[src/spcr_consts.vh]
// Purpose: Constants for the switch port control register bank
// Assumes: Included by the bank top, the ingress evaluator and the testbench, not by the field register
// Notes: Byte address is four times the register index
// Functional notes
// - Ingress VLAN filter drops frames whose VLAN membership lacks this port
// - Drop-non-default-VLAN drops frames whose VLAN id differs from default
// - Force flow control overrides the negotiated flow control result
// - Back pressure bit enables half-duplex back pressure
// - Transmit enable, set at reset, gates all transmission
// - Receive enable, set at reset, gates all reception
// - Learning disable stops source address learning from this port
// - Mirror destination bit makes this port transmit monitored frames
// - Receive mirror marks received frames monitored and copies them
// - Transmit mirror marks transmitted frames monitored and copies them
// - Priority ceiling clamps frame priority to default tag priority
// - Membership mask, reset all ones, limits forwarding targets
// - Default tag holds priority, CFI and VLAN id resetting to one
// - Default tag used for untagged or null-id frames and lookup
// - Ingress limit mode selects which frames count toward rate limit
// - Gap counting adds twelve bytes per frame to rate accounting
// - Preamble counting adds eight bytes per frame to rate accounting
// - Inserted egress tag is the ingress port's default tag
`ifndef SPCR_CONSTS_VH
`define SPCR_CONSTS_VH

`define SPCR_IDX_CTRL2 10'h06e
`define SPCR_IDX_DTAG 10'h070
`define SPCR_IDX_CTRL3 10'h072
`define SPCR_ADDR_STAT 12'h3c0

`define SPCR_CTRL2_RST 16'h0607
`define SPCR_CTRL2_MASK 16'h7fef
`define SPCR_DTAG_RST 16'h0001
`define SPCR_DTAG_MASK 16'hffff
`define SPCR_CTRL3_RST 16'h0000
`define SPCR_CTRL3_MASK 16'h000f

`define SPCR_B_VFILT 14
`define SPCR_B_NPVID 13
`define SPCR_B_FFC 12
`define SPCR_B_BP 11
`define SPCR_B_TXEN 10
`define SPCR_B_RXEN 9
`define SPCR_B_LDIS 8
`define SPCR_B_SNIFP 7
`define SPCR_B_RXSN 6
`define SPCR_B_TXSN 5
`define SPCR_B_CEIL 3
`define SPCR_B_PRE 0
`define SPCR_B_IFG 1

`define SPCR_M_ALL 2'b00
`define SPCR_M_BMF 2'b01
`define SPCR_M_BM 2'b10
`define SPCR_M_B 2'b11

`define SPCR_IFG_BYTES 12'h00c
`define SPCR_PRE_BYTES 12'h008

`define SPCR_RESP_OK 2'b00
`define SPCR_RESP_ERR 2'b10

`endif

[src/spcr_field.v]
// Purpose: One 16-bit software register with masked byte writes
// Assumes: Write pulse and data come from the bus slave
// Notes: Bits outside the mask hold zero
`timescale 1ns/1ps
module spcr_field #(
    parameter [15:0] RST = 16'h0000,
    parameter [15:0] MASK = 16'hffff
) (
    input wire sys_clk_i,
    input wire reset_n_i,
    input wire ce_i,
    input wire wr_i,
    input wire [15:0] wdata_i,
    input wire [1:0] wstrb_i,
    output wire [15:0] q_o
);
    // ======================================
    // Storage
    reg [15:0] val_q;
    wire [15:0] be = {{8{wstrb_i[1]}}, {8{wstrb_i[0]}}};
    wire [15:0] val_d = ((val_q & ~be) | (wdata_i & be)) & MASK;
    always @(posedge sys_clk_i or negedge reset_n_i) begin
        if (!reset_n_i) begin
            val_q <= RST & MASK;
        end else if (ce_i && wr_i) begin
            val_q <= val_d;
        end
    end
    assign q_o = val_q;
endmodule // spcr_field

[src/spcr_port_regs.v]
// Purpose: Port control register bank with AXI4-Lite slave
// Assumes: Engine descriptors arrive on the switch clock
// Notes: Clock enable low freezes every flip-flop
`timescale 1ns/1ps
`include "spcr_consts.vh"
module spcr_port_regs #(
    parameter AW = 12
) (
    input wire sys_clk_i,
    input wire reset_n_i,
    input wire ce_i,
    input wire s_axi_awvalid,
    output wire s_axi_awready,
    input wire [AW-1:0] s_axi_awaddr,
    input wire [2:0] s_axi_awprot,
    input wire s_axi_wvalid,
    output wire s_axi_wready,
    input wire [31:0] s_axi_wdata,
    input wire [3:0] s_axi_wstrb,
    output wire s_axi_bvalid,
    input wire s_axi_bready,
    output wire [1:0] s_axi_bresp,
    input wire s_axi_arvalid,
    output wire s_axi_arready,
    input wire [AW-1:0] s_axi_araddr,
    input wire [2:0] s_axi_arprot,
    output wire s_axi_rvalid,
    input wire s_axi_rready,
    output wire [31:0] s_axi_rdata,
    output wire [1:0] s_axi_rresp,
    input wire an_flow_ctrl_i,
    input wire rx_valid_i,
    input wire rx_tagged_i,
    input wire [11:0] rx_vid_i,
    input wire [2:0] rx_prio_i,
    input wire [2:0] rx_vlan_members_i,
    input wire [2:0] rx_dest_mask_i,
    input wire rx_bcast_i,
    input wire rx_mcast_i,
    input wire rx_flood_i,
    input wire [10:0] rx_len_i,
    output wire rx_done_o,
    output wire rx_drop_o,
    output wire rx_learn_o,
    output wire rx_mirror_o,
    output wire rx_rate_count_o,
    output wire [11:0] rx_vid_o,
    output wire [2:0] rx_prio_o,
    output wire [2:0] rx_fwd_mask_o,
    output wire [11:0] rx_rate_bytes_o,
    input wire tx_valid_i,
    input wire tx_untagged_i,
    input wire tx_insert_i,
    input wire tx_monitored_i,
    input wire [10:0] tx_len_i,
    output reg tx_done_o,
    output reg tx_send_o,
    output reg tx_mirror_o,
    output reg tx_add_tag_o,
    output reg [11:0] tx_rate_bytes_o,
    output wire [15:0] port_default_tag_o,
    output wire flow_ctrl_o,
    output wire back_pressure_o,
    output wire tx_enable_o,
    output wire rx_enable_o,
    output wire sniffer_port_o,
    output wire [2:0] membership_o,
    output wire [1:0] limit_mode_o
);
    // ======================================
    // Address decode
    wire [15:0] ctrl2;
    wire [15:0] dtag;
    wire [15:0] ctrl3;
    localparam [AW-1:0] A_CTRL2 = {`SPCR_IDX_CTRL2, 2'b00};
    localparam [AW-1:0] A_DTAG = {`SPCR_IDX_DTAG, 2'b00};
    localparam [AW-1:0] A_CTRL3 = {`SPCR_IDX_CTRL3, 2'b00};
    localparam [AW-1:0] A_STAT = `SPCR_ADDR_STAT;

    // ======================================
    // Write channel
    reg aw_full_q;
    reg w_full_q;
    reg [AW-1:0] waddr_q;
    reg [31:0] wdata_q;
    reg [3:0] wstrb_q;
    reg bvalid_q;
    reg [1:0] bresp_q;
    wire [AW-1:0] wa = {waddr_q[AW-1:2], 2'b00};
    wire wr_go = aw_full_q && w_full_q && !bvalid_q;
    wire wr_ctrl2 = wr_go && (wa == A_CTRL2);
    wire wr_dtag = wr_go && (wa == A_DTAG);
    wire wr_ctrl3 = wr_go && (wa == A_CTRL3);
    wire wr_hit = wr_ctrl2 || wr_dtag || wr_ctrl3 || (wa == A_STAT);

    assign s_axi_awready = ce_i && !aw_full_q && !bvalid_q;
    assign s_axi_wready = ce_i && !w_full_q && !bvalid_q;
    assign s_axi_bvalid = bvalid_q;
    assign s_axi_bresp = bresp_q;

    always @(posedge sys_clk_i or negedge reset_n_i) begin
        if (!reset_n_i) begin
            aw_full_q <= 1'b0;
            w_full_q <= 1'b0;
            waddr_q <= {AW{1'b0}};
            wdata_q <= 32'h00000000;
            wstrb_q <= 4'h0;
            bvalid_q <= 1'b0;
            bresp_q <= `SPCR_RESP_OK;
        end else if (ce_i) begin
            if (s_axi_awvalid && s_axi_awready) begin
                aw_full_q <= 1'b1;
                waddr_q <= s_axi_awaddr;
            end
            if (s_axi_wvalid && s_axi_wready) begin
                w_full_q <= 1'b1;
                wdata_q <= s_axi_wdata;
                wstrb_q <= s_axi_wstrb;
            end
            if (wr_go) begin
                aw_full_q <= 1'b0;
                w_full_q <= 1'b0;
                bvalid_q <= 1'b1;
                bresp_q <= wr_hit ? `SPCR_RESP_OK : `SPCR_RESP_ERR;
            end else if (bvalid_q && s_axi_bready) begin
                bvalid_q <= 1'b0;
            end
        end
    end

    // ======================================
    // Registers
    spcr_field #(
        .RST(`SPCR_CTRL2_RST),
        .MASK(`SPCR_CTRL2_MASK)
    ) u_ctrl2 (
        .sys_clk_i(sys_clk_i),
        .reset_n_i(reset_n_i),
        .ce_i(ce_i),
        .wr_i(wr_ctrl2),
        .wdata_i(wdata_q[15:0]),
        .wstrb_i(wstrb_q[1:0]),
        .q_o(ctrl2)
    );

    spcr_field #(
        .RST(`SPCR_DTAG_RST),
        .MASK(`SPCR_DTAG_MASK)
    ) u_dtag (
        .sys_clk_i(sys_clk_i),
        .reset_n_i(reset_n_i),
        .ce_i(ce_i),
        .wr_i(wr_dtag),
        .wdata_i(wdata_q[15:0]),
        .wstrb_i(wstrb_q[1:0]),
        .q_o(dtag)
    );

    spcr_field #(
        .RST(`SPCR_CTRL3_RST),
        .MASK(`SPCR_CTRL3_MASK)
    ) u_ctrl3 (
        .sys_clk_i(sys_clk_i),
        .reset_n_i(reset_n_i),
        .ce_i(ce_i),
        .wr_i(wr_ctrl3),
        .wdata_i(wdata_q[15:0]),
        .wstrb_i(wstrb_q[1:0]),
        .q_o(ctrl3)
    );

    // ======================================
    // Ingress decisions
    spcr_rx_eval u_rx (
        .sys_clk_i(sys_clk_i),
        .reset_n_i(reset_n_i),
        .ce_i(ce_i),
        .ctrl2_i(ctrl2),
        .dtag_i(dtag),
        .ctrl3_i(ctrl3),
        .valid_i(rx_valid_i),
        .tagged_i(rx_tagged_i),
        .vid_i(rx_vid_i),
        .prio_i(rx_prio_i),
        .vmem_i(rx_vlan_members_i),
        .dest_i(rx_dest_mask_i),
        .bcast_i(rx_bcast_i),
        .mcast_i(rx_mcast_i),
        .flood_i(rx_flood_i),
        .len_i(rx_len_i),
        .done_o(rx_done_o),
        .drop_o(rx_drop_o),
        .learn_o(rx_learn_o),
        .mirror_o(rx_mirror_o),
        .count_o(rx_rate_count_o),
        .vid_o(rx_vid_o),
        .prio_o(rx_prio_o),
        .fwd_o(rx_fwd_mask_o),
        .bytes_o(rx_rate_bytes_o)
    );

    // ======================================
    // Egress decisions
    wire tx_en = ctrl2[`SPCR_B_TXEN];
    wire sniffer = ctrl2[`SPCR_B_SNIFP];
    wire [11:0] tx_ifg = ctrl3[`SPCR_B_IFG] ? `SPCR_IFG_BYTES : 12'h000;
    wire [11:0] tx_pre = ctrl3[`SPCR_B_PRE] ? `SPCR_PRE_BYTES : 12'h000;
    wire [11:0] tx_bytes = {1'b0, tx_len_i} + tx_ifg + tx_pre;
    wire tx_pass = tx_en && (!tx_monitored_i || sniffer);

    always @(posedge sys_clk_i or negedge reset_n_i) begin
        if (!reset_n_i) begin
            tx_done_o <= 1'b0;
            tx_send_o <= 1'b0;
            tx_mirror_o <= 1'b0;
            tx_add_tag_o <= 1'b0;
            tx_rate_bytes_o <= 12'h000;
        end else if (ce_i) begin
            tx_done_o <= tx_valid_i;
            if (tx_valid_i) begin
                tx_send_o <= tx_pass;
                tx_mirror_o <= tx_pass && ctrl2[`SPCR_B_TXSN];
                tx_add_tag_o <= tx_pass && tx_untagged_i && tx_insert_i;
                tx_rate_bytes_o <= tx_bytes;
            end
        end
    end

    // ======================================
    // Drop counter status
    reg [15:0] drop_cnt_q;
    always @(posedge sys_clk_i or negedge reset_n_i) begin
        if (!reset_n_i) begin
            drop_cnt_q <= 16'h0000;
        end else if (ce_i) begin
            if (rx_done_o && rx_drop_o && drop_cnt_q != 16'hffff) begin
                drop_cnt_q <= drop_cnt_q + 16'h0001;
            end
        end
    end

    // ======================================
    // Read channel
    reg rvalid_q;
    reg [31:0] rdata_q;
    reg [1:0] rresp_q;
    reg [31:0] rd_d;
    reg rd_hit;
    wire [AW-1:0] ra = {s_axi_araddr[AW-1:2], 2'b00};

    assign s_axi_arready = ce_i && !rvalid_q;
    assign s_axi_rvalid = rvalid_q;
    assign s_axi_rdata = rdata_q;
    assign s_axi_rresp = rresp_q;

    always @* begin
        rd_d = 32'h00000000;
        rd_hit = 1'b1;
        case (ra)
            A_CTRL2: rd_d = {16'h0000, ctrl2};
            A_DTAG: rd_d = {16'h0000, dtag};
            A_CTRL3: rd_d = {16'h0000, ctrl3};
            A_STAT: rd_d = {16'h0000, drop_cnt_q};
            default: rd_hit = 1'b0;
        endcase
    end

    always @(posedge sys_clk_i or negedge reset_n_i) begin
        if (!reset_n_i) begin
            rvalid_q <= 1'b0;
            rdata_q <= 32'h00000000;
            rresp_q <= `SPCR_RESP_OK;
        end else if (ce_i) begin
            if (s_axi_arvalid && s_axi_arready) begin
                rvalid_q <= 1'b1;
                rdata_q <= rd_d;
                rresp_q <= rd_hit ? `SPCR_RESP_OK : `SPCR_RESP_ERR;
            end else if (rvalid_q && s_axi_rready) begin
                rvalid_q <= 1'b0;
            end
        end
    end

    // ======================================
    // Configuration outputs
    assign port_default_tag_o = dtag;
    assign flow_ctrl_o = ctrl2[`SPCR_B_FFC] || an_flow_ctrl_i;
    assign back_pressure_o = ctrl2[`SPCR_B_BP];
    assign tx_enable_o = tx_en;
    assign rx_enable_o = ctrl2[`SPCR_B_RXEN];
    assign sniffer_port_o = sniffer;
    assign membership_o = ctrl2[2:0];
    assign limit_mode_o = ctrl3[3:2];
endmodule // spcr_port_regs

[src/spcr_rx_eval.v]
// Purpose: Per-frame ingress decision from port configuration
// Assumes: Frame descriptor is one-cycle pulse on switch clock
// Notes: Results appear one cycle after the descriptor
`timescale 1ns/1ps
`include "spcr_consts.vh"
module spcr_rx_eval (
    input wire sys_clk_i,
    input wire reset_n_i,
    input wire ce_i,
    input wire [15:0] ctrl2_i,
    input wire [15:0] dtag_i,
    input wire [15:0] ctrl3_i,
    input wire valid_i,
    input wire tagged_i,
    input wire [11:0] vid_i,
    input wire [2:0] prio_i,
    input wire [2:0] vmem_i,
    input wire [2:0] dest_i,
    input wire bcast_i,
    input wire mcast_i,
    input wire flood_i,
    input wire [10:0] len_i,
    output reg done_o,
    output reg drop_o,
    output reg learn_o,
    output reg mirror_o,
    output reg count_o,
    output reg [11:0] vid_o,
    output reg [2:0] prio_o,
    output reg [2:0] fwd_o,
    output reg [11:0] bytes_o
);
    // ======================================
    // Decision terms
    wire [11:0] port_default_vlan_id = dtag_i[11:0];
    wire [2:0] upri = dtag_i[15:13];
    wire use_def = !tagged_i || (vid_i == 12'h000);
    wire [11:0] evid = use_def ? port_default_vlan_id : vid_i;
    wire [2:0] fpri = tagged_i ? prio_i : upri;
    wire ceil = ctrl2_i[`SPCR_B_CEIL] && (fpri > upri);
    wire vf = ctrl2_i[`SPCR_B_VFILT] && !vmem_i[0];
    wire np = ctrl2_i[`SPCR_B_NPVID] && (evid != port_default_vlan_id);
    wire drop = !ctrl2_i[`SPCR_B_RXEN] || vf || np;
    reg cnt;
    always @* begin
        case (ctrl3_i[3:2])
            `SPCR_M_ALL: cnt = 1'b1;
            `SPCR_M_BMF: cnt = bcast_i || mcast_i || flood_i;
            `SPCR_M_BM: cnt = bcast_i || mcast_i;
            default: cnt = bcast_i;
        endcase
    end
    wire [11:0] ifg = ctrl3_i[`SPCR_B_IFG] ? `SPCR_IFG_BYTES : 12'h000;
    wire [11:0] pre = ctrl3_i[`SPCR_B_PRE] ? `SPCR_PRE_BYTES : 12'h000;
    wire [11:0] bytes = {1'b0, len_i} + ifg + pre;
    // ======================================
    // Result registers
    always @(posedge sys_clk_i or negedge reset_n_i) begin
        if (!reset_n_i) begin
            done_o <= 1'b0;
            drop_o <= 1'b0;
            learn_o <= 1'b0;
            mirror_o <= 1'b0;
            count_o <= 1'b0;
            vid_o <= 12'h000;
            prio_o <= 3'h0;
            fwd_o <= 3'h0;
            bytes_o <= 12'h000;
        end else if (ce_i) begin
            done_o <= valid_i;
            if (valid_i) begin
                drop_o <= drop;
                learn_o <= !drop && !ctrl2_i[`SPCR_B_LDIS];
                mirror_o <= !drop && ctrl2_i[`SPCR_B_RXSN];
                count_o <= cnt;
                vid_o <= evid;
                prio_o <= ceil ? upri : fpri;
                fwd_o <= drop ? 3'h0 : (dest_i & ctrl2_i[2:0]);
                bytes_o <= bytes;
            end
        end
    end
endmodule // spcr_rx_eval

[config.mk]
export PLATFORM = sky130hd
export DESIGN_NAME = spcr_port_regs
export DESIGN_NICKNAME = d
export VERILOG_FILES = /design/src/spcr_field.v /design/src/spcr_port_regs.v /design/src/spcr_rx_eval.v
export VERILOG_INCLUDE_DIRS = /design/src
export SDC_FILE = /design/constraint.sdc
export NUM_CORES = 1
export LEC_CHECK = 0
export BUFFER_PORTS_ARGS = -buffer_cell sky130_fd_sc_hd__buf_2
export CAP_MARGIN = 20
export CORE_ASPECT_RATIO = 0.8
export CORE_MARGIN = 4
export CORE_UTILIZATION = 40
export DETAILED_ROUTE_END_ITERATION = 10
export GPL_TIMING_DRIVEN = 0
export PLACE_DENSITY = 0.65
export SYNTH_ARGS = -nofsm -noshare
export SYNTH_HDL_FRONTEND = slang
export SYNTH_HIERARCHICAL = 1
export SYNTH_SLANG_ARGS = --single-unit
[constraint.sdc]
create_clock -name sys_clk_i -period 4.5 [get_ports sys_clk_i]
set_input_delay 0.675 -clock sys_clk_i [delete_from_list [all_inputs] [get_ports sys_clk_i]]
set_output_delay 0.675 -clock sys_clk_i [all_outputs]
set_load 0.02 [all_outputs]
Word level (Yosys, flattened, before mapping)
Index checks and enable logic that the tools add are counted. Widths: inputs -> output; s select.

Register bits: 171. Input port bits: 127. Output and inout port bits: 118.

Add/subtract/negate cells: 5. Order comparisons: 1. Eq/ne operators: 12. Muxes and demuxes: 19. Bitwise gates (word level): 9. Reductions and logical operators: 67.

Operators by type and width (count): $pmux 16 s4 (1); $eq 10x7->1 const B (6); $and 16x16->16 (2); $logic_and 1x1->1 (29); $add 11x4->12 (2); $add 12x4->12 (2); $reduce_and 2->1 (11); $eq 10x8->1 const B (2); $add 16x1->16 const B (1); $ne 16x16->1 const B (1); $not 16->16 (1); $or 16x16->16 (1); $and 15x15->15 (1); $or 15x15->15 (1); $logic_not 12->1 (1); $mux 12 (1); $ne 12x12->1 (1); $logic_not 1->1 (10); $logic_or 1x1->1 (10); $mux 1 (9); $mux 3 (3); $mux 4 (2); $reduce_bool 2->1 (4); $and 4x4->4 (1); other kinds (9) (10).

Longest topological paths before layout
Gate-level depths: netlist (run 1).

Depth after elaboration: 8. Mapped depth: 10. Depth with buffers taken out: 10.

Hierarchy
The synthesis (run 1) kept the hierarchy.

By module, submodules not included: spcr_port_regs (instances 1, cells an instance 396, area each 4270.3 um^2, sequential area each 2052.0 um^2); spcr_rx_eval (instances 1, cells an instance 202, area each 1894.3 um^2, sequential area each 875.8 um^2); spcr_field at u_dtag (instances 1, cells an instance 34, area each 601.8 um^2, sequential area each 401.6 um^2); spcr_field at u_ctrl2 (instances 1, cells an instance 33, area each 553.0 um^2, sequential area each 356.6 um^2); spcr_field at u_ctrl3 (instances 1, cells an instance 22, area each 249.0 um^2, sequential area each 100.1 um^2).

Worst setup path after synthesis (run 1)
Ideal clock, no wire load.

Kind: input to register. Start point: input tx_len_i[3]. End point: register tx_rate_bytes_o[9]. Data arrival time: 2.318 ns. Required time: 4.366 ns. Setup slack: 2.048 ns. Cell stages on the path: 10. Buffers on the path: 0. Cells stage by stage: inv_1 fa_1 inv_1 ha_1 inv_1 fa_1 nand3b_1 nor2_1 xnor2_1 o21ai_0.

Longest elaborated chain between the ends: 2.

Ends and longest elaborated chain: start: declaration (line spcr_port_regs.v:55) `input wire [10:0] tx_len_i,`; $add 11x4->12 (line spcr_port_regs.v:208) `wire [11:0] tx_bytes = {1'b0, tx_len_i} + tx_ifg + tx_pre;`; $add 12x4->12 (line spcr_port_regs.v:208); end signal: assignment (line spcr_port_regs.v:224) `tx_rate_bytes_o <= tx_bytes;`; end: declaration (line spcr_port_regs.v:60) `output reg [11:0] tx_rate_bytes_o,`.

Every way passes these cells. A chain may end at the register's enable or synchronous reset.

==> results of run 1 <==
[Yosys cell counts (all sizes together), types with 3 or more instances]
cell type	n
fa	4
mux2	65
xor2	32
dfstp	6
mux2i	19
o21ai	45
nand3	21
dfrtp	145
xnor2	6
nor4	5
a22oi	17
a21oi	7
and4	3
a32o	3
nor2	44
o2bb2ai	17
a21o	3
and2	3
nand2	80
inv	19
or4	3
nor2b	4
a221oi	12
nand3b	3
nand2b	3
nor3	10
nand4	8
and3	5
nor3b	4
clkbuf	14
conb	3
buf	47
ha	10
[metal layers]
| layer | share of wire, % | wire length, um | vias up |
|---|---|---|---|
| li1 | - | - | 2863 |
| met1 | 49 | 10700 | 2958 |
| met2 | 42 | 9150 | 209 |
| met3 | 7.2 | 1550 | 19 |
| met4 | 0.83 | 179 | 4 |
| met5 | 0.11 | 24 | - |
[cell families (layout without fill, tap and decap cells)]
family	after synthesis	in the layout	share of synthesized area (%)
AND/OR/NAND/NOR	203	203	13.8
flip-flops	151	151	50.0
AO/OA/AOI/OAI	114	114	10.5
multiplexers	84	84	12.2
buffers and inverters	80	306	6.17
XOR/XNOR	38	38	4.40
adder cells (fa/ha/maj)	14	14	2.71
other	3	33	0.149
[final cells by class]
type / count / share of cell area, %
Antenna cell: 1 / 0.0259
Buffer: 61 / 4.09
Clock buffer: 25 / 5.02
Clock inverter: 7 / 1.95
Inverter: 19 / 0.737
Multi-Input combinational cell: 485 / 35.4
Sequential cell: 151 / 39.2
Tap cell: 253 / 3.27
Timing Repair Buffer: 194 / 10.3
[worst paths after layout]
kind                                      start  slack (ns)  cells past startpoint                    endpoint
worst max-delay path                 waddr_q[2]        1.92                      5                        flop
worst min-delay path                  reset_n_i        0.25                      1  asynchronous set/reset pin
worst max register to register       waddr_q[2]        1.92                      5                        flop
worst min register to register  u_rx/bytes_o[1]        0.47                      2             u_rx/bytes_o[1]
max in group asynchronous             reset_n_i        3.37                      2  asynchronous set/reset pin
min in group sys_clk_i              rx_len_i[0]        0.45                      3             u_rx/bytes_o[0]
[power by group through the flow]
stage | sequential (mW) | combinational, mW | clock (mW)
floorplan | 1.80 | 0.392 | 0
global placement | 1.77 | 0.662 | 0
detailed placement | 1.78 | 0.682 | 0
CTS | 1.76 | 0.684 | 1.66
global route | 1.79 | 0.748 | 1.71
finish | 1.76 | 0.679 | 1.63
==> impl_metrics.toml, run 1 <==
[cts]
tritoncts = "built"
clock-sinks = 151
ctsLongestPathBuffers = 2
clkTransAtPathRegs_ns = 0.06
cts-buffers-inserted = 17
hold_buffers = 0
htreeDepth = 4
cts_resized = 0
cts_setup_buffers = 0
insertion_delay_ns = 0.42
cts_root_buf = "clkbuf_16"

[critical_path]
start_kind = "flop"
slowest_stage = "or4b_1"
path_cells = "nor4b_1 > or4b_1 > nor3_1 > nand3_2 > mux2_2"
path_class = "reg2reg"
end_kind = "flop"
path_buf_inv = 0
worstPathRequired_ns = 4.80
cp_top_family = "simple AND/OR/NAND/NOR gates"
arrival_ns = 2.89
slowest_delay_ns = 0.52
critPathMaxFanout = 8

[power_and_ir_drop]
power_mw = 4.07
pwr-share-clk_pct = 40.1
p_per_area_nw_per_um2 = 421
sw_frac_of_total_pct = 26.8
power_frac_comb_pct = 16.7
switchingPower_mw = 1.09
cell_internal_pwr_mw = 2.98
p_leak_nw = 4.80
peakVddDrop_uv = 271
seqPwrFrac_pct = 43.2

[run_status]
outcome = "complete, no violations"

[finish]
multi_input_area_sq_um = 3420
final_cell_mix = "buf_2, dfrtp_1, nand2_1"
drive_above_1_share_pct = 38.0
area_delta_synth_final_pct = 27.8
design_area_sq_um = 9670
num-nets-final = 1070
fin_cells = 1196
mostFrequentLayoutCell = "buf_2"
register_area_sq_um = 3790
finalCoreUtilization_pct = 52.6
nFillCells = 1723

[placement]
dpl.hpwl_mm = 16.4
post-place-cells = 1163
gp_congestion = 0.888
dp_slack_ns = 1.77
placed_area_sq_um = 8990
port_buffers = 193

[global_route]
grt.busiest_layer = "met1"
grt_max_degree = 90
antenna_found_initial = 3
grtUsageMet1_pct = 30.0
overflow = 0
grt_use_total_pct = 20.3
grt_pass1_vias = 5794
met3_usage_pct = 5.39
met2_usage_pct = 29.7
grt_pass1_wl_mm = 32.8

[sta]
finalHoldViolCount = 0
max_clock_freq_mhz = 387
whs_ns = 0.252
final.min_clock_period_ns = 2.58
rsz0062_at_grt = "false"
maxSlewHeadroom_pct = 46.1
finalWorstSetupSlack_ns = 1.92
tns_ns = 0
fin_skew_ns = 0.0116
finalSetupViolations = 0
finalCritPeriodShare_pct = 57.4
maxSlewViolCount = 0
tightest_slew_ns = 0.808

[logic_synthesis]
ys.flop_type = "dfrtp_1"
synth.avg_cell_area_sq_um = 11.0
syn-instance-count = 687
synth.area.top_cells = "dfrtp_1, mux2_2, nand2_1, buf_4, xor2_1"
yosys_warnings = 6
synth-edff-count = 0
synth.top_cell.area_share_pct = 47.9
synth_area_sq_um = 7570
ys_ff_latch = 151
synth.distinct_cells = 60
synthArstFlopShare_pct = 100
ys_seq_area_share_pct = 50.0
synth_top_cell_by_area = "dfrtp_1"

[detailed_routing]
drt_wl_total_mm = 21.6
drt_first_pass_iters = 5
ant_nets = 0
via_count = 6053
wl_per_cell_um = 18.0
drc = 0
viasPerCell = 5.06
drt-initial-drc-count = 367

[die]
dieWidth_um = 162
start_util_pct = 41.2
die_area_sq_um = 21200
die_y_um = 131
core_sq_um = 18400
ios = 245
rows = 44

[worst_hold_path]
min_path_type = "in2async"

[flow_run]
cap_violations = 0
Power figures use the tool's default switching activity.
==> inputs of run 2 (changes only) <==
PLACE_DENSITY = 0.68   (was 0.65)
clock period = 2.2 ns   (was 4.5 ns; I/O delays follow)
==> impl_metrics.toml, run 2 (synthesis gave the netlist of run 1 again) <==
[power_and_ir_drop]
peakVddDrop_uv = 704
p_per_area_nw_per_um2 = 823
p_leak_nw = 4.80

[sta]
finalHoldViolCount = 0
tightest_slew_ns = 0.712
maxSlewViolCount = 0
finalSetupViolations = 1
maxSlewHeadroom_pct = 52.5
fin_skew_ns = 0.0117
finalCritPeriodShare_pct = 100
final.min_clock_period_ns = 2.20
max_clock_freq_mhz = 455
finalWorstSetupSlack_ns = -0.0000613
rsz0062_at_grt = "true"

[detailed_routing]
via_count = 6051
wl_per_cell_um = 18.4
drc = 0
drt_wl_total_mm = 22.1
drt_first_pass_iters = 5
drt-initial-drc-count = 364
ant_nets = 0
viasPerCell = 5.03

[die]
core_sq_um = 18400
dieWidth_um = 162
ios = 245
die_y_um = 131
start_util_pct = 41.2
rows = 44
die_area_sq_um = 21200

[cts]
insertion_delay_ns = 0.43
cts-buffers-inserted = 17
ctsLongestPathBuffers = 2
tritoncts = "built"
clkTransAtPathRegs_ns = 0.06
htreeDepth = 4
cts_root_buf = "clkbuf_16"
clock-sinks = 151

[critical_path]
start_kind = "flop"
cp-endpoint = "tx_rate_bytes_o[9]"
r2r_end = "tx_rate_bytes_o[9]"
end_kind = "flop"
r2r_cells = 10
arrival_ns = 2.50
reg2reg_slack_ns = -0.00006
critPathMaxFanout = 3
worstPathRequired_ns = 2.50
path_class = "reg2reg"

[worst_hold_path]
min_path_type = "in2reg"

[global_route]
antenna_found_initial = 1
grt_pass1_vias = 5966
grt_pass1_wl_mm = 33.8
grt_use_total_pct = 20.9
overflow = 0
grt_max_degree = 80

[finish]
num-nets-final = 1077
mostFrequentLayoutCell = "buf_2"
drive_above_1_share_pct = 40.8
final_cell_mix = "buf_2, dfrtp_1, nand2_1"
design_area_sq_um = 9740
n_antenna_cell = 0
area_delta_synth_final_pct = 28.6

[flow_run]
cap_violations = 0

[placement]
placed_area_sq_um = 8990
dpl.hpwl_mm = 16.5
port_buffers = 193
gp_congestion = 0.890
dp_slack_ns = -0.376

[run_status]
violations = "negative setup slack"
outcome = "complete, but fails checks"
run 2: cell count changes in the layout (fill, tap and decap cells not counted), moves of 3 or more:
cell,change
buf_4,+5
bufinv_16,-3
clkbuf_1,-4
clkinv_2,+4
clkinvlp_4,+6
fa_1,-3
fa_2,+3
inv_1,-3
inv_2,+3
nor3_1,-3
o21ai_0,-3
run 2: power by group:
part / total (mW) / switching (mW) / internal, mW
registers: 3.62 / 0.401 / 3.22
logic: 1.42 / 0.765 / 0.657
clock network: 2.97 / 1.16 / 1.80
run 2: critical path, cell delays in order, from the launching register on:
cell	delay, ns
dfrtp_2	0.41
inv_2	0.06
fa_1	0.41
inv_1	0.08
ha_2	0.18
inv_2	0.04
fa_2	0.34
nand3b_1	0.23
nor2_1	0.14
xnor2_1	0.13
o21ai_1	0.07
run 2: metal layers:
layer | vias to the layer above | global-route usage (%) | part of all wire (%)
li1 | 2868 | - | -
met1 | 2929 | 29.6 | 47
met2 | 237 | 32.3 | 45
met3 | 15 | 5.86 | 7.5
met4 | 2 | 4.48 | 0.81
met5 | - | 0 | 0.059
run 2: timing repair:
item                                    CTS  global route
hold buffers                              1             0
buffers inserted                          5             1
endpoints found under the setup margin   34            40
pin swaps                                10             7
gates resized for setup                  15            11
endpoints found under the hold margin    70             0
run 2: how the worst min path moves through the flow:
stage / startpoint / to / slack [ns] / depth (start not counted)
after global placement: u_rx/bytes_o[1] / u_rx/bytes_o[1] / 0.45 / 2
after floorplan: reset_n_i / aw_full_q / 0.03 / 0
after CTS: rx_len_i[0] / u_rx/bytes_o[0] / 0.07 / 3
final: rx_len_i[0] / u_rx/bytes_o[0] / 0.1 / 3
after global routing: rx_len_i[1] / u_rx/bytes_o[1] / 0.1 / 3
after detailed placement: reset_n_i / asynchronous set/reset pin / 0.41 / 1
run 2: cell type report:
cell class	instances	area, sq um
Buffer	61	395
Clock buffer	19	443
Clock inverter	13	155
Fill cell	1745	8650
Inverter	19	71.3
Multi-Input combinational cell	485	3500
Sequential cell	151	3790
Tap cell	253	317
Timing Repair Buffer	201	1070
run 2: through the flow:
step | total power, mW | cells | TNS [ns] | util, % | hold WS (ns)
finish | 8.01 | 1202 | -0.0000613 | 53.0 | 0.0978
global route | 8.39 | 1202 | -0.225 | 53.0 | 0.0992
CTS | 8.04 | 1201 | -0.0770 | 52.7 | 0.0741
detailed placement | 5.04 | 1163 | -8.54 | 48.9 | 0.410
global placement | 4.98 | 1162 | -225.94 | 48.7 | 0.455
floorplan | 4.48 | 716 | 0 | - | 0.0344
==> inputs of run 3 (changes only) <==
BUFFER_PORTS_ARGS = default   (was -buffer_cell sky130_fd_sc_hd__buf_2)
DONT_BUFFER_PORTS = 1   (was default)
MAX_ROUTING_LAYER = met4   (was default)
PLACE_DENSITY = default   (was 0.68)
==> impl_metrics.toml, run 3 (synthesis gave the netlist of run 1 again) <==
[finish]
nFillCells = 1733
design_area_sq_um = 8760
drive_above_1_share_pct = 26.1
finalCoreUtilization_pct = 47.6
area_delta_synth_final_pct = 15.8
mostFrequentLayoutCell = "dfrtp_1"
num-nets-final = 884
final_cell_mix = "dfrtp_1, nand2_1, mux2_2"

[detailed_routing]
viasPerCell = 5.41
drt-initial-drc-count = 472
drt_wl_total_mm = 21.5
via_count = 5470
drt_first_pass_iters = 5
ant_nets = 0
drc = 0
wl_per_cell_um = 21.3

[cts]
cts_root_buf = "clkbuf_16"
ctsLongestPathBuffers = 2
clkTransAtPathRegs_ns = 0.06
insertion_delay_ns = 0.43
clock-sinks = 151
tritoncts = "built"
htreeDepth = 4
cts-buffers-inserted = 17

[critical_path]
slowest_delay_ns = 0.42
start_kind = "flop"
end_kind = "flop"
path_cells = "inv_2 > fa_1 > inv_2 > ha_4 > inv_2 > fa_2 > nand3b_1 > nor2_2 > xnor2_1 > o21ai_1"
path_class = "reg2reg"
arrival_ns = 2.50
worstPathRequired_ns = 2.49
slowest_stage = "fa_1"
critPathMaxFanout = 3
crit_top_cell = "inv_2"

[die]
rows = 44
core_sq_um = 18400
die_y_um = 131
die_area_sq_um = 21200
dieWidth_um = 162
start_util_pct = 41.2
ios = 245

[sta]
rsz0062_at_grt = "true"
finalWorstSetupSlack_ns = -0.00499
maxSlewHeadroom_pct = 55.9
whs_ns = -0.403
finalCritPeriodShare_pct = 100
maxSlewViolCount = 0
fin_skew_ns = 0.00595
finalHoldViolCount = 151
finalSetupViolations = 1
tightest_slew_ns = 0.661
max_clock_freq_mhz = 454
final.min_clock_period_ns = 2.20

[placement]
dpl.hpwl_mm = 16.3
dp_slack_ns = -0.430
gp_congestion = 0.885
placed_area_sq_um = 7990
port_buffers = 0

[global_route]
overflow = 0
grt_use_total_pct = 21.1
grt_max_degree = 152
antenna_found_initial = 3
grt_pass1_vias = 5658
grt_pass1_wl_mm = 32.8

[run_status]
outcome = "complete, but fails checks"
violations = "negative hold slack, negative setup slack"

[power_and_ir_drop]
p_leak_nw = 3.94
p_per_area_nw_per_um2 = 869
peakVddDrop_uv = 496

[flow_run]
cap_violations = 0

[worst_hold_path]
min_path_type = "in2async"
-- run 3: cell types whose count changed in the layout (fill, tap and decap cells not counted), sizes merged --
cell	delta
clkbuf	+3
buf	-192
dlygate4sd3	-1
diode	+3
clkinv	+3
bufinv	-1
clkinvlp	-5
-- run 3: stage by stage --
| step | hold slack (ns) | instances | power (mW) | TNS [ns] |
|---|---|---|---|---|
| after global placement | 0.0385 | 969 | 4.69 | -9.02 |
| after floorplan | 0.0344 | 716 | 4.48 | 0 |
| after CTS | -0.417 | 1007 | 7.66 | -0.0496 |
| final | -0.403 | 1012 | 7.61 | -0.00499 |
| after global routing | -0.431 | 1012 | 7.98 | -0.427 |
| after detailed placement | 0.0382 | 969 | 4.77 | -10.60 |
-- run 3: layout make-up --
class,count,area [sq um],area share [%]
flip-flops and latches,151,3790,43.3
repair buffers,8,76.3,0.871
plain buffers,61,395,4.51
clock inverters,10,106,1.21
well taps,253,317,3.61
diodes,3,7.51,0.0857
inverters,19,71.3,0.814
clock buffers,22,454,5.18
multi-input cells,485,3540,40.4
-- run 3: worst max-delay path, delay by kind of cell (launching register included) --
family | cells | cell delay [ns]
xor gates and xnor gates | 1 | 0.13
AOI/OAI and AO/OA | 1 | 0.08
buffers and inverters | 3 | 0.18
adders and majority gates | 3 | 0.90
DFF | 1 | 0.41
and+or+nand+nor | 2 | 0.38
-- run 3: timing repair --
item | CTS | global route
gates resized for setup | 21 | 18
pin swaps | 5 | 8
hold endpoints to repair | 151 | 151
setup buffers | 6 | 2
setup endpoints to repair | 43 | 39
-- run 3: worst paths after layout --
check / start / to / slack [ns] / cells past startpoint
worst max-delay path: flop / tx_rate_bytes_o[9] / -0.005 / 10
worst min-delay path: reset_n_i / u_rx/bytes_o[8] / -0.40 / 0
worst max register to register: flop / tx_rate_bytes_o[9] / -0.005 / 10
worst min register to register: drop_cnt_q[7] / drop_cnt_q[7] / 0.49 / 1
max in group asynchronous: reset_n_i / asynchronous set/reset pin / 2.34 / 0
min in group sys_clk_i: rx_len_i[0] / u_rx/bytes_o[0] / 0.02 / 2
-- run 3: per-layer routing --
metal / vias up / share of wire (%) / GRT usage, % / wire (um)
met5: - / 0 / - / 0
met4: 0 / 1.7 / 6.46 / 358
met3: 29 / 11 / 8.25 / 2350
met2: 252 / 44 / 30.6 / 9410
met1: 2697 / 44 / 27.5 / 9390
li1: 2492 / - / - / -
-- run 3: power breakdown --
| part | internal [mW] | switching [mW] | total [mW] |
|---|---|---|---|
| clock | 1.69 | 1.14 | 2.83 |
| sequential | 3.22 | 0.574 | 3.80 |
| combinational | 0.520 | 0.467 | 0.987 |
| total | 5.43 | 2.18 | 7.61 |
